[config.mk]
export PLATFORM = sky130hd
export DESIGN_NAME = omc_operating_mode_controller
export DESIGN_NICKNAME = d
export VERILOG_FILES = /design/src/core/omc_pkg.sv /design/src/core/omc_operating_mode_controller.sv
export SDC_FILE = /design/constraint.sdc
export NUM_CORES = 1
export LEC_CHECK = 0
export BUFFER_PORTS_ARGS = -buffer_cell sky130_fd_sc_hd__buf_2
export CAP_MARGIN = 20
export CELL_PAD_IN_SITES_DETAIL_PLACEMENT = 2
export CELL_PAD_IN_SITES_GLOBAL_PLACEMENT = 2
export CORE_MARGIN = 2
export CORE_UTILIZATION = 36
export CTS_CLUSTER_SIZE = 8
export DETAILED_ROUTE_END_ITERATION = 12
export HOLD_SLACK_MARGIN = 0.05
export PLACE_DENSITY_LB_ADDON = 0.1
export SYNTH_ARGS = -nofsm -noshare
export SYNTH_HDL_FRONTEND = slang
export SYNTH_SLANG_ARGS = --single-unit
export TNS_END_PERCENT = 20
[constraint.sdc]
create_clock -name sys_clk -period 4.1 [get_ports sys_clk]
set_clock_uncertainty 0.2 [all_clocks]
set_input_delay 0 -clock sys_clk [delete_from_list [all_inputs] [get_ports sys_clk]]
set_output_delay 0 -clock sys_clk [all_outputs]
set_load 0.03 [all_outputs]
[src/core/omc_pkg.sv]
// shared constants and carriers for the operating mode controller
package omc_pkg;
  localparam int unsigned SYS_CLK_HZ = 25000000;
  localparam int unsigned SYS_CLK_KHZ = SYS_CLK_HZ / 1000;
  // timeouts in ms and wake settle in us, typical values
  localparam int unsigned WATCHDOG_PERIOD_MS = 310;
  localparam int unsigned INPUT_IDLE_MS = 250;
  localparam int unsigned WAKE_SETTLE_US = 50;
  localparam longint unsigned WATCHDOG_PERIOD_CYC = longint'(WATCHDOG_PERIOD_MS) * SYS_CLK_KHZ;
  localparam longint unsigned INPUT_IDLE_CYC = longint'(INPUT_IDLE_MS) * SYS_CLK_KHZ;
  localparam int unsigned WAKE_SETTLE_CYC = WAKE_SETTLE_US * (SYS_CLK_HZ / 1000000);
  localparam int unsigned TIMER_W = 24;
  localparam int unsigned DUTY_W = 8;
  localparam int unsigned DUTY_LSB = 0;
  localparam int unsigned ON_BIT_POS = 8;
  localparam int unsigned GSR_WD_OFF_POS = 4;
  localparam logic [1:0] DEFAULT_DELAY = 2'h0;
  localparam logic [1:0] DEFAULT_SLEW = 2'h0;
  localparam logic [15:0] PULSE_WIDTH_RESET = 16'h0000;
  localparam logic [15:0] GLOBAL_SETUP_RESET = 16'h0000;

  typedef enum logic [1:0] {OMC_SLEEP, OMC_NORMAL, OMC_FAILSAFE, OMC_FAULT} omc_mode_e;

  // per-channel setting from the serial registers
  typedef struct packed {
    logic [15:0] pulse_width_reg;
    logic pwm_enable;
    logic internal_clock_sel;
    logic direct_input_disable;
    logic [1:0] turn_on_delay;
    logic [1:0] slew_rate;
  } omc_chan_cfg_s;

  // per-channel protection flags
  typedef struct packed {
    logic overcurrent;
    logic overtemperature;
    logic severe_short_circuit;
  } omc_chan_flt_s;

  // per-channel drive request toward the power stage
  typedef struct packed {
    logic target_on;
    logic [1:0] turn_on_delay;
    logic [1:0] slew_rate;
  } omc_chan_drv_s;
endpackage

[src/core/omc_operating_mode_controller.sv]
// operating mode selection and channel target logic of a dual high-side switch
`timescale 1ns/10ps
module omc_operating_mode_controller
  import omc_pkg::*;
(
  // clock and reset
  input wire logic sys_clk,
  input wire logic reset,
  // pins from the host
  input wire logic wake_reset_pad,
  input wire logic [1:0] gate_in_pad,
  input wire logic ext_clock_pad,
  // supplies and protection
  input wire logic logic_supply_ok,
  input wire logic [1:0] overcurrent,
  input wire logic [1:0] overtemperature,
  input wire logic [1:0] severe_short_circuit,
  input wire logic supply_too_low,
  input wire logic supply_too_high,
  input wire logic overvoltage_enable,
  // serial register contents, decoded by the serial block
  input wire omc_chan_cfg_s [1:0] chan_cfg,
  input wire logic [15:0] global_setup_reg,
  input wire logic supply_fail_enable,
  // received serial word strobe and its first bit
  input wire logic word_valid,
  input wire logic watchdog_toggle_bit,
  // channel drive and status
  output omc_chan_drv_s [1:0] chan_drv,
  output omc_mode_e mode,
  output logic normal_state_flag,
  output logic failsafe_flag,
  output logic regs_to_default,
  output logic functions_ready
);
  // three-stage synchronisers for pins
  logic [2:0] wake_sync;
  logic [2:0] gate_sync [2];
  logic [2:0] clk_sync;
  logic [2:0] vdd_sync;
  logic wake_lvl;
  logic gate_lvl0;
  logic gate_lvl1;
  logic extclk_lvl;
  logic vdd_lvl;

  always_ff @(posedge sys_clk) begin
    if (reset) begin
      wake_sync <= 3'h0;
      gate_sync[0] <= 3'h0;
      gate_sync[1] <= 3'h0;
      clk_sync <= 3'h0;
      vdd_sync <= 3'h0;
    end else begin
      wake_sync <= {wake_sync[1:0], wake_reset_pad};
      gate_sync[0] <= {gate_sync[0][1:0], gate_in_pad[0]};
      gate_sync[1] <= {gate_sync[1][1:0], gate_in_pad[1]};
      clk_sync <= {clk_sync[1:0], ext_clock_pad};
      vdd_sync <= {vdd_sync[1:0], logic_supply_ok};
    end
  end

  // a change counts once stages two and three agree
  always_ff @(posedge sys_clk) begin
    if (reset) begin
      wake_lvl <= 1'b0;
      gate_lvl0 <= 1'b0;
      gate_lvl1 <= 1'b0;
      extclk_lvl <= 1'b0;
      vdd_lvl <= 1'b0;
    end else begin
      if (wake_sync[1] == wake_sync[2]) wake_lvl <= wake_sync[2];
      if (gate_sync[0][1] == gate_sync[0][2]) gate_lvl0 <= gate_sync[0][2];
      if (gate_sync[1][1] == gate_sync[1][2]) gate_lvl1 <= gate_sync[1][2];
      if (clk_sync[1] == clk_sync[2]) extclk_lvl <= clk_sync[2];
      if (vdd_sync[1] == vdd_sync[2]) vdd_lvl <= vdd_sync[2];
    end
  end

  logic [1:0] gate_lvl;
  logic [1:0] gate_prev;
  logic wake_prev;
  assign gate_lvl = {gate_lvl1, gate_lvl0};

  always_ff @(posedge sys_clk) begin
    if (reset) begin
      gate_prev <= 2'h0;
      wake_prev <= 1'b0;
    end else begin
      gate_prev <= gate_lvl;
      wake_prev <= wake_lvl;
    end
  end

  logic wake_rise;
  logic [1:0] gate_rise;
  assign wake_rise = wake_lvl & ~wake_prev;
  assign gate_rise = gate_lvl & ~gate_prev;

  // input activity flags; a rising gate sets, long idle clears
  logic [1:0] input_active;
  logic [TIMER_W-1:0] idle_cnt [2];
  always_ff @(posedge sys_clk) begin
    for (int c = 0; c < 2; c++) begin
      if (reset) begin
        idle_cnt[c] <= '0;
        input_active[c] <= 1'b0;
      end else if (gate_lvl[c] != gate_prev[c]) begin
        idle_cnt[c] <= '0;
        if (gate_rise[c]) input_active[c] <= 1'b1;
      end else if (idle_cnt[c] >= TIMER_W'(INPUT_IDLE_CYC)) begin
        input_active[c] <= 1'b0;
      end else begin
        idle_cnt[c] <= idle_cnt[c] + TIMER_W'(1);
      end
    end
  end

  logic wake_cond;
  assign wake_cond = wake_lvl | input_active[0] | input_active[1];

  // watchdog on the toggle bit of received words
  logic watchdog_off_bit;
  logic wd_armed;
  logic wd_run;
  logic wd_last_bit;
  logic wd_timeout;
  logic [TIMER_W-1:0] wd_cnt;
  assign watchdog_off_bit = global_setup_reg[GSR_WD_OFF_POS];
  assign wd_run = wd_armed && vdd_lvl && !watchdog_off_bit && wake_lvl;

  always_ff @(posedge sys_clk) begin
    if (reset || !wake_cond) begin
      wd_armed <= 1'b0;
      wd_cnt <= '0;
      wd_last_bit <= 1'b0;
      wd_timeout <= 1'b0;
    end else if (wake_rise && vdd_lvl) begin
      wd_armed <= 1'b1;
      wd_cnt <= '0;
      wd_timeout <= 1'b0;
    end else if (wd_run) begin
      if (word_valid && watchdog_toggle_bit != wd_last_bit) begin
        wd_last_bit <= watchdog_toggle_bit;
        wd_cnt <= '0;
      end else if (wd_cnt >= TIMER_W'(WATCHDOG_PERIOD_CYC)) begin
        wd_timeout <= 1'b1; // timeout sticks; exit path lives elsewhere
      end else begin
        wd_cnt <= wd_cnt + TIMER_W'(1);
      end
    end
  end

  // logic supply loss counts only after it was once present
  logic vdd_seen;
  logic vdd_lost;
  always_ff @(posedge sys_clk) begin
    if (reset || !wake_cond) begin
      vdd_seen <= 1'b0;
      vdd_lost <= 1'b0;
    end else begin
      if (vdd_lvl) vdd_seen <= 1'b1;
      if (vdd_seen && !vdd_lvl && supply_fail_enable) vdd_lost <= 1'b1;
    end
  end

  logic failsafe_cond;
  logic fault_cond;
  assign failsafe_cond = (wd_timeout && !watchdog_off_bit) || vdd_lost;
  assign fault_cond = |overcurrent | |overtemperature | |severe_short_circuit
                    | supply_too_low | (supply_too_high & overvoltage_enable);

  omc_mode_e next_mode;
  always_comb begin
    if (!wake_cond) next_mode = OMC_SLEEP;
    else if (fault_cond) next_mode = OMC_FAULT;
    else if (failsafe_cond) next_mode = OMC_FAILSAFE;
    else next_mode = OMC_NORMAL;
  end

  always_ff @(posedge sys_clk) begin
    if (reset) begin
      mode <= OMC_SLEEP;
    end else begin
      mode <= next_mode;
    end
  end

  always_ff @(posedge sys_clk) begin
    if (reset) begin
      normal_state_flag <= 1'b0;
      failsafe_flag <= 1'b0;
    end else begin
      normal_state_flag <= (next_mode == OMC_NORMAL);
      failsafe_flag <= (next_mode == OMC_FAILSAFE);
    end
  end

  // registers held at default while asleep; settle timer after wake
  logic [15:0] settle_cnt;
  always_ff @(posedge sys_clk) begin
    if (reset || mode == OMC_SLEEP) begin
      settle_cnt <= '0;
      functions_ready <= 1'b0;
    end else if (settle_cnt >= 16'(WAKE_SETTLE_CYC)) begin
      functions_ready <= 1'b1;
    end else begin
      settle_cnt <= settle_cnt + 16'h0001;
    end
  end
  assign regs_to_default = (mode == OMC_SLEEP) || (mode == OMC_FAILSAFE);

  // internal pwm: free counter compared with duty
  logic [DUTY_W-1:0] pwm_cnt;
  logic ext_prev;
  always_ff @(posedge sys_clk) begin
    if (reset) begin
      pwm_cnt <= '0;
      ext_prev <= 1'b0;
    end else begin
      pwm_cnt <= pwm_cnt + DUTY_W'(1);
      ext_prev <= extclk_lvl;
    end
  end

  // external clock: count its rising edges, so its rate sets the period
  logic [DUTY_W-1:0] ext_cnt;
  // no gap filter: a stalled external clock freezes the phase where it stopped
  always_ff @(posedge sys_clk) begin
    if (reset) begin
      ext_cnt <= '0;
    end else if (extclk_lvl && !ext_prev) begin
      ext_cnt <= ext_cnt + DUTY_W'(1);
    end
  end

  logic direct_only;
  // pin low or failsafe: gate pins only, so a silent host cannot keep a channel on
  assign direct_only = !wake_lvl || mode == OMC_FAILSAFE;

  // per-channel target and timing choice, registered together below
  logic [1:0] target;
  logic [1:0] use_default;
  for (genvar c = 0; c < 2; c++) begin : g_chan
    logic [DUTY_W-1:0] duty;
    logic [DUTY_W-1:0] phase;
    logic duty_out;
    logic on_bit;
    logic direct_term;
    logic spi_term;
    assign duty = chan_cfg[c].pulse_width_reg[DUTY_LSB +: DUTY_W];
    assign on_bit = chan_cfg[c].pulse_width_reg[ON_BIT_POS] && !direct_only;
    assign phase = chan_cfg[c].internal_clock_sel ? pwm_cnt : ext_cnt;
    assign duty_out = phase < duty;
    assign direct_term = gate_lvl[c] && (!chan_cfg[c].direct_input_disable || direct_only);
    assign spi_term = (on_bit && duty_out && chan_cfg[c].pwm_enable)
                    || (on_bit && !chan_cfg[c].pwm_enable);
    assign target[c] = (direct_term || spi_term)
                       && (mode == OMC_NORMAL || mode == OMC_FAILSAFE);
    // direct drive alone takes default timing; with spi_term also on, or the gate low, register timing unless direct_only
    assign use_default[c] = direct_only || (direct_term && !spi_term);
  end

  always_ff @(posedge sys_clk) begin
    for (int c = 0; c < 2; c++) begin
      if (reset) begin
        chan_drv[c] <= '0;
      end else begin
        chan_drv[c].target_on <= target[c];
        if (use_default[c]) begin
          chan_drv[c].turn_on_delay <= DEFAULT_DELAY;
          chan_drv[c].slew_rate <= DEFAULT_SLEW;
        end else begin
          chan_drv[c].turn_on_delay <= chan_cfg[c].turn_on_delay;
          chan_drv[c].slew_rate <= chan_cfg[c].slew_rate;
        end
      end
    end
  end
endmodule

==> impl_metrics.yaml <==
power_and_ir_drop:
  power_density_nw_per_um2: 389.1
  max-vdd-ir-drop_mv: 0.2411
  power_w: 0.003549
  power.leakage_nw: 3.463
min_path:
  worstHoldStart: "logic_supply_ok"
  hold-path-endpoint: "vdd_sync[0]$_SDFF_PP0_"
  hold_path_class: "in -> reg"
  holdPathStages: 3
cts:
  cts_hold_buf: 33
  clk_pin_slew_ns: 0.06
  cts_max_path_buffers: 2
  clkSinkCount: 150
  cts_tree: "done"
  cts_resized: 0
  cts-root-buf: "clkbuf_16"
  clk-insertion-delay-late_ns: 0.43
  cts_setup_buffers: 0
  cts_max_level: 4
  cts_buffers: 17
sta:
  tns_ns: 0
  tightest_slew_ns: 0.9372
  max_freq_mhz: 330.7
  min_period_ns: 3.023
  drv_slew: 0
  rsz0062_at_grt: "no"
  setup_viol: 0
  hold_viol_final: 0
  slew_headroom_pct: 35.91
  fin_crit_sh_pct: 73.74
die:
  die_height_um: 148.6
  die_area_um2: 22080
  rows: 52
  initial_utilization_pct: 36.96
  die_x_um: 148.6
  coreArea_um2: 20360
  ioPinCount: 97
worst_setup_path:
  end_kind: "flop"
  r2r-start: "ext_cnt[5]$_SDFFE_PP0P_"
  path_cells: "mux2_2, ha_1, a21o_1, a21o_1, a221oi_1, a21oi_1, nor3_1, dlygate4sd3_1"
  slowest_delay_ns: 0.59
  rr_endpoint: "chan_drv[5]$_SDFF_PP0_"
  path_common_cell: "a21o_1"
  crit_slowest_cell: "dlygate4sd3_1"
  crit_required_ns: 4.27
  cp-start-kind: "flop"
  crit_type: "reg -> reg"
  rrSetupSlack_ns: 1.08
  ff2ff_path_depth: 8
  critPathMaxFanout: 6
  arrival_ns: 3.19
detailed_routing:
  routed_wl_um: 21630
  first_pass_iters: 4
  routedWlPerCell_um: 18.18
  drtIter0Drc: 220
  num_vias: 6333
  via_per_inst: 5.322
  remaining_drc_errors: 0
  final_antenna_net_count: 0
final_layout:
  synthToLayoutAreaGrowth_pct: 21.19
  diodes: 0
  finalNetCount: 1016
  drive_gt1_share_pct: 13.91
  final_cell_mix: "dfxtp_1 (102), nand2_1 (76), nor3_1 (67), buf_2 (67), nor2_1 (51)"
  fill_cells: 2172
  final_common_cell: "dfxtp_1"
run_status:
  status: "finished, final reports clean"
placed_design:
  dp_hpwl_um: 14450
  port_buffers: 67
  place.gp.congestion: 0.7743
yosys:
  async_flop_share_pct: 0
  synth_edf_count: 48
  ys_types: 54
  synth_area_um2: 7527
  synth-main-ff-cell: "dfxtp_1"
  yosys_register_bits: 150
  yosys_warnings: 0
  avgSynthCellArea_um2: 9.259
  synth_cells: 813
  ys_seq_area_share_pct: 46.28
job:
  cap_violations: 0
global_routing:
  grt_first_pass_wirelength_um: 36500
  grt_overflow: 0
  grt_max_degree: 38
  grt_antenna_before_repair: 0
  grt_pass1_vias: 7130
  track_usage_pct: 20.72
## per-stage QoR
stage | cell area [µm²] | hold WS [ns] | std cells | setup WS, ns | utilization (%)
2_1_floorplan | 7531 | -0.08169 | 814 | 0.9690 | -
3_3_place_gp | 8135 | 0.01371 | 1125 | 1.200 | 39.95
3_5_place_dp | 8135 | 0.02348 | 1125 | 1.163 | 39.95
4_1_cts | 9123 | 0.1028 | 1190 | 1.119 | 44.80
5_1_grt | 9123 | 0.1408 | 1190 | 0.8387 | 44.80
6_report | 9123 | 0.1095 | 1190 | 1.077 | 44.80
## registers in the layout (all words and copies together), names as in the netlist, 2 cells and up
register	cells
chan_drv	10
clk_sync	3
ext_cnt	8
gate_prev	2
gate_sync	6
idle_cnt	48
input_active	2
mode	2
pwm_cnt	8
settle_cnt	16
vdd_sync	3
wake_sync	3
wd_cnt	24
## Yosys cell counts, drive strengths merged, types with 4 or more instances
master	count	area share, %
ha	28	4.7
mux2i	15	2.0
buf	4	0.32
a21o	8	0.80
a31oi	6	0.50
inv	44	2.2
and2	9	0.75
a2111oi	6	0.70
or4	6	0.60
nand3	34	2.3
o211ai	6	0.60
xor2	17	2.0
xnor2	36	4.2
nor2	51	2.5
o21ai	25	1.7
and3	12	1.0
clkbuf	32	1.6
edfxtp	48	19
nor3	67	4.5
and4	7	0.81
nor3b	4	0.40
nand2	76	3.8
nand4	17	1.4
or3	12	1.0
nor4	12	1.1
dfxtp	102	27
mux2	15	2.2
nor2b	24	2.0
or2	4	0.33
a2111o	10	1.5
nand2b	9	0.75
o31ai	5	0.50
a21oi	39	2.6
## report_power, final
part	leakage, nW	total [W]	internal, W	switching, W
Sequential	1.35	0.00164	0.00159	0.0000512
Combinational	1.79	0.000189	0.0000866	0.000103
Clock	0.322	0.00172	0.00105	0.000669
Total	3.46	0.00355	0.00273	0.000823
## worst max-delay path: cells and delay by family (launching register included)
| family | cells | cell delay (ns) |
|---|---|---|
| buffers and inverters | 1 | 0.59 |
| flip-flops | 1 | 0.36 |
| adder cells (fa/ha/maj) | 1 | 0.29 |
| AO/OA/AOI/OAI | 4 | 0.98 |
| AND/OR/NAND/NOR | 1 | 0.25 |
| multiplexers | 1 | 0.28 |
## layer usage
metal / vias to the layer above / share of wire [%] / track usage (%) / routed length, µm
met5: - / 0 / 0 / 0
li1: 3098 / - / - / -
met2: 57 / 53 / 38.66 / 11510
met4: 0 / 2.2 / 6.619 / 475
met3: 34 / 1.6 / 3.436 / 340
met1: 3144 / 43 / 24.11 / 9302
## cells by family (layout without fill, tap and decap cells)
| group | count (synthesis) | in the layout | synth area share, % |
|---|---|---|---|
| flip-flops | 150 | 150 | 46.28 |
| AND/OR/NAND/NOR | 349 | 349 | 23.74 |
| adder cells (fa/ha/maj) | 28 | 28 | 4.654 |
| AO/OA/AOI/OAI | 122 | 122 | 10.77 |
| XOR/XNOR | 53 | 53 | 6.167 |
| other | 1 | 2 | 0.04982 |
| buffers and inverters | 80 | 186 | 4.106 |
| multiplexers | 30 | 30 | 4.239 |
## worst max path at each step
stage / start / end / cells past startpoint / slack [ns]
final: ext_cnt[5]$_SDFFE_PP0P_ / chan_drv[5]$_SDFF_PP0_ / 8 / 1.08
after detailed placement: wd_cnt[12]$_SDFFE_PP0P_ / wd_cnt[8]$_SDFFE_PP0P_ / 6 / 1.16
after CTS: wd_cnt[12]$_SDFFE_PP0P_ / wd_cnt[8]$_SDFFE_PP0P_ / 6 / 1.12
after floorplan: idle_cnt[1][6]$_SDFFCE_PN0P_ / idle_cnt[1][0]$_SDFFCE_PN0P_ / 6 / 0.97
after global routing: ext_cnt[5]$_SDFFE_PP0P_ / chan_drv[5]$_SDFF_PP0_ / 8 / 0.84
after global placement: wd_cnt[12]$_SDFFE_PP0P_ / wd_cnt[8]$_SDFFE_PP0P_ / 6 / 1.20
## area by class of cell
| type | count | area [µm²] | share of cell area (%) |
|---|---|---|---|
| Clock inverter | 10 | 127.6 | 1.399 |
| Sequential cell | 150 | 3483 | 38.18 |
| Multi-Input combinational cell | 584 | 3739 | 40.98 |
| Inverter | 44 | 165.2 | 1.810 |
| Clock buffer | 22 | 529.3 | 5.802 |
| Timing Repair Buffer | 110 | 740.7 | 8.120 |
| Tap cell | 270 | 337.8 | 3.703 |
No activity file was read; power rests on OpenSTA's default activity.
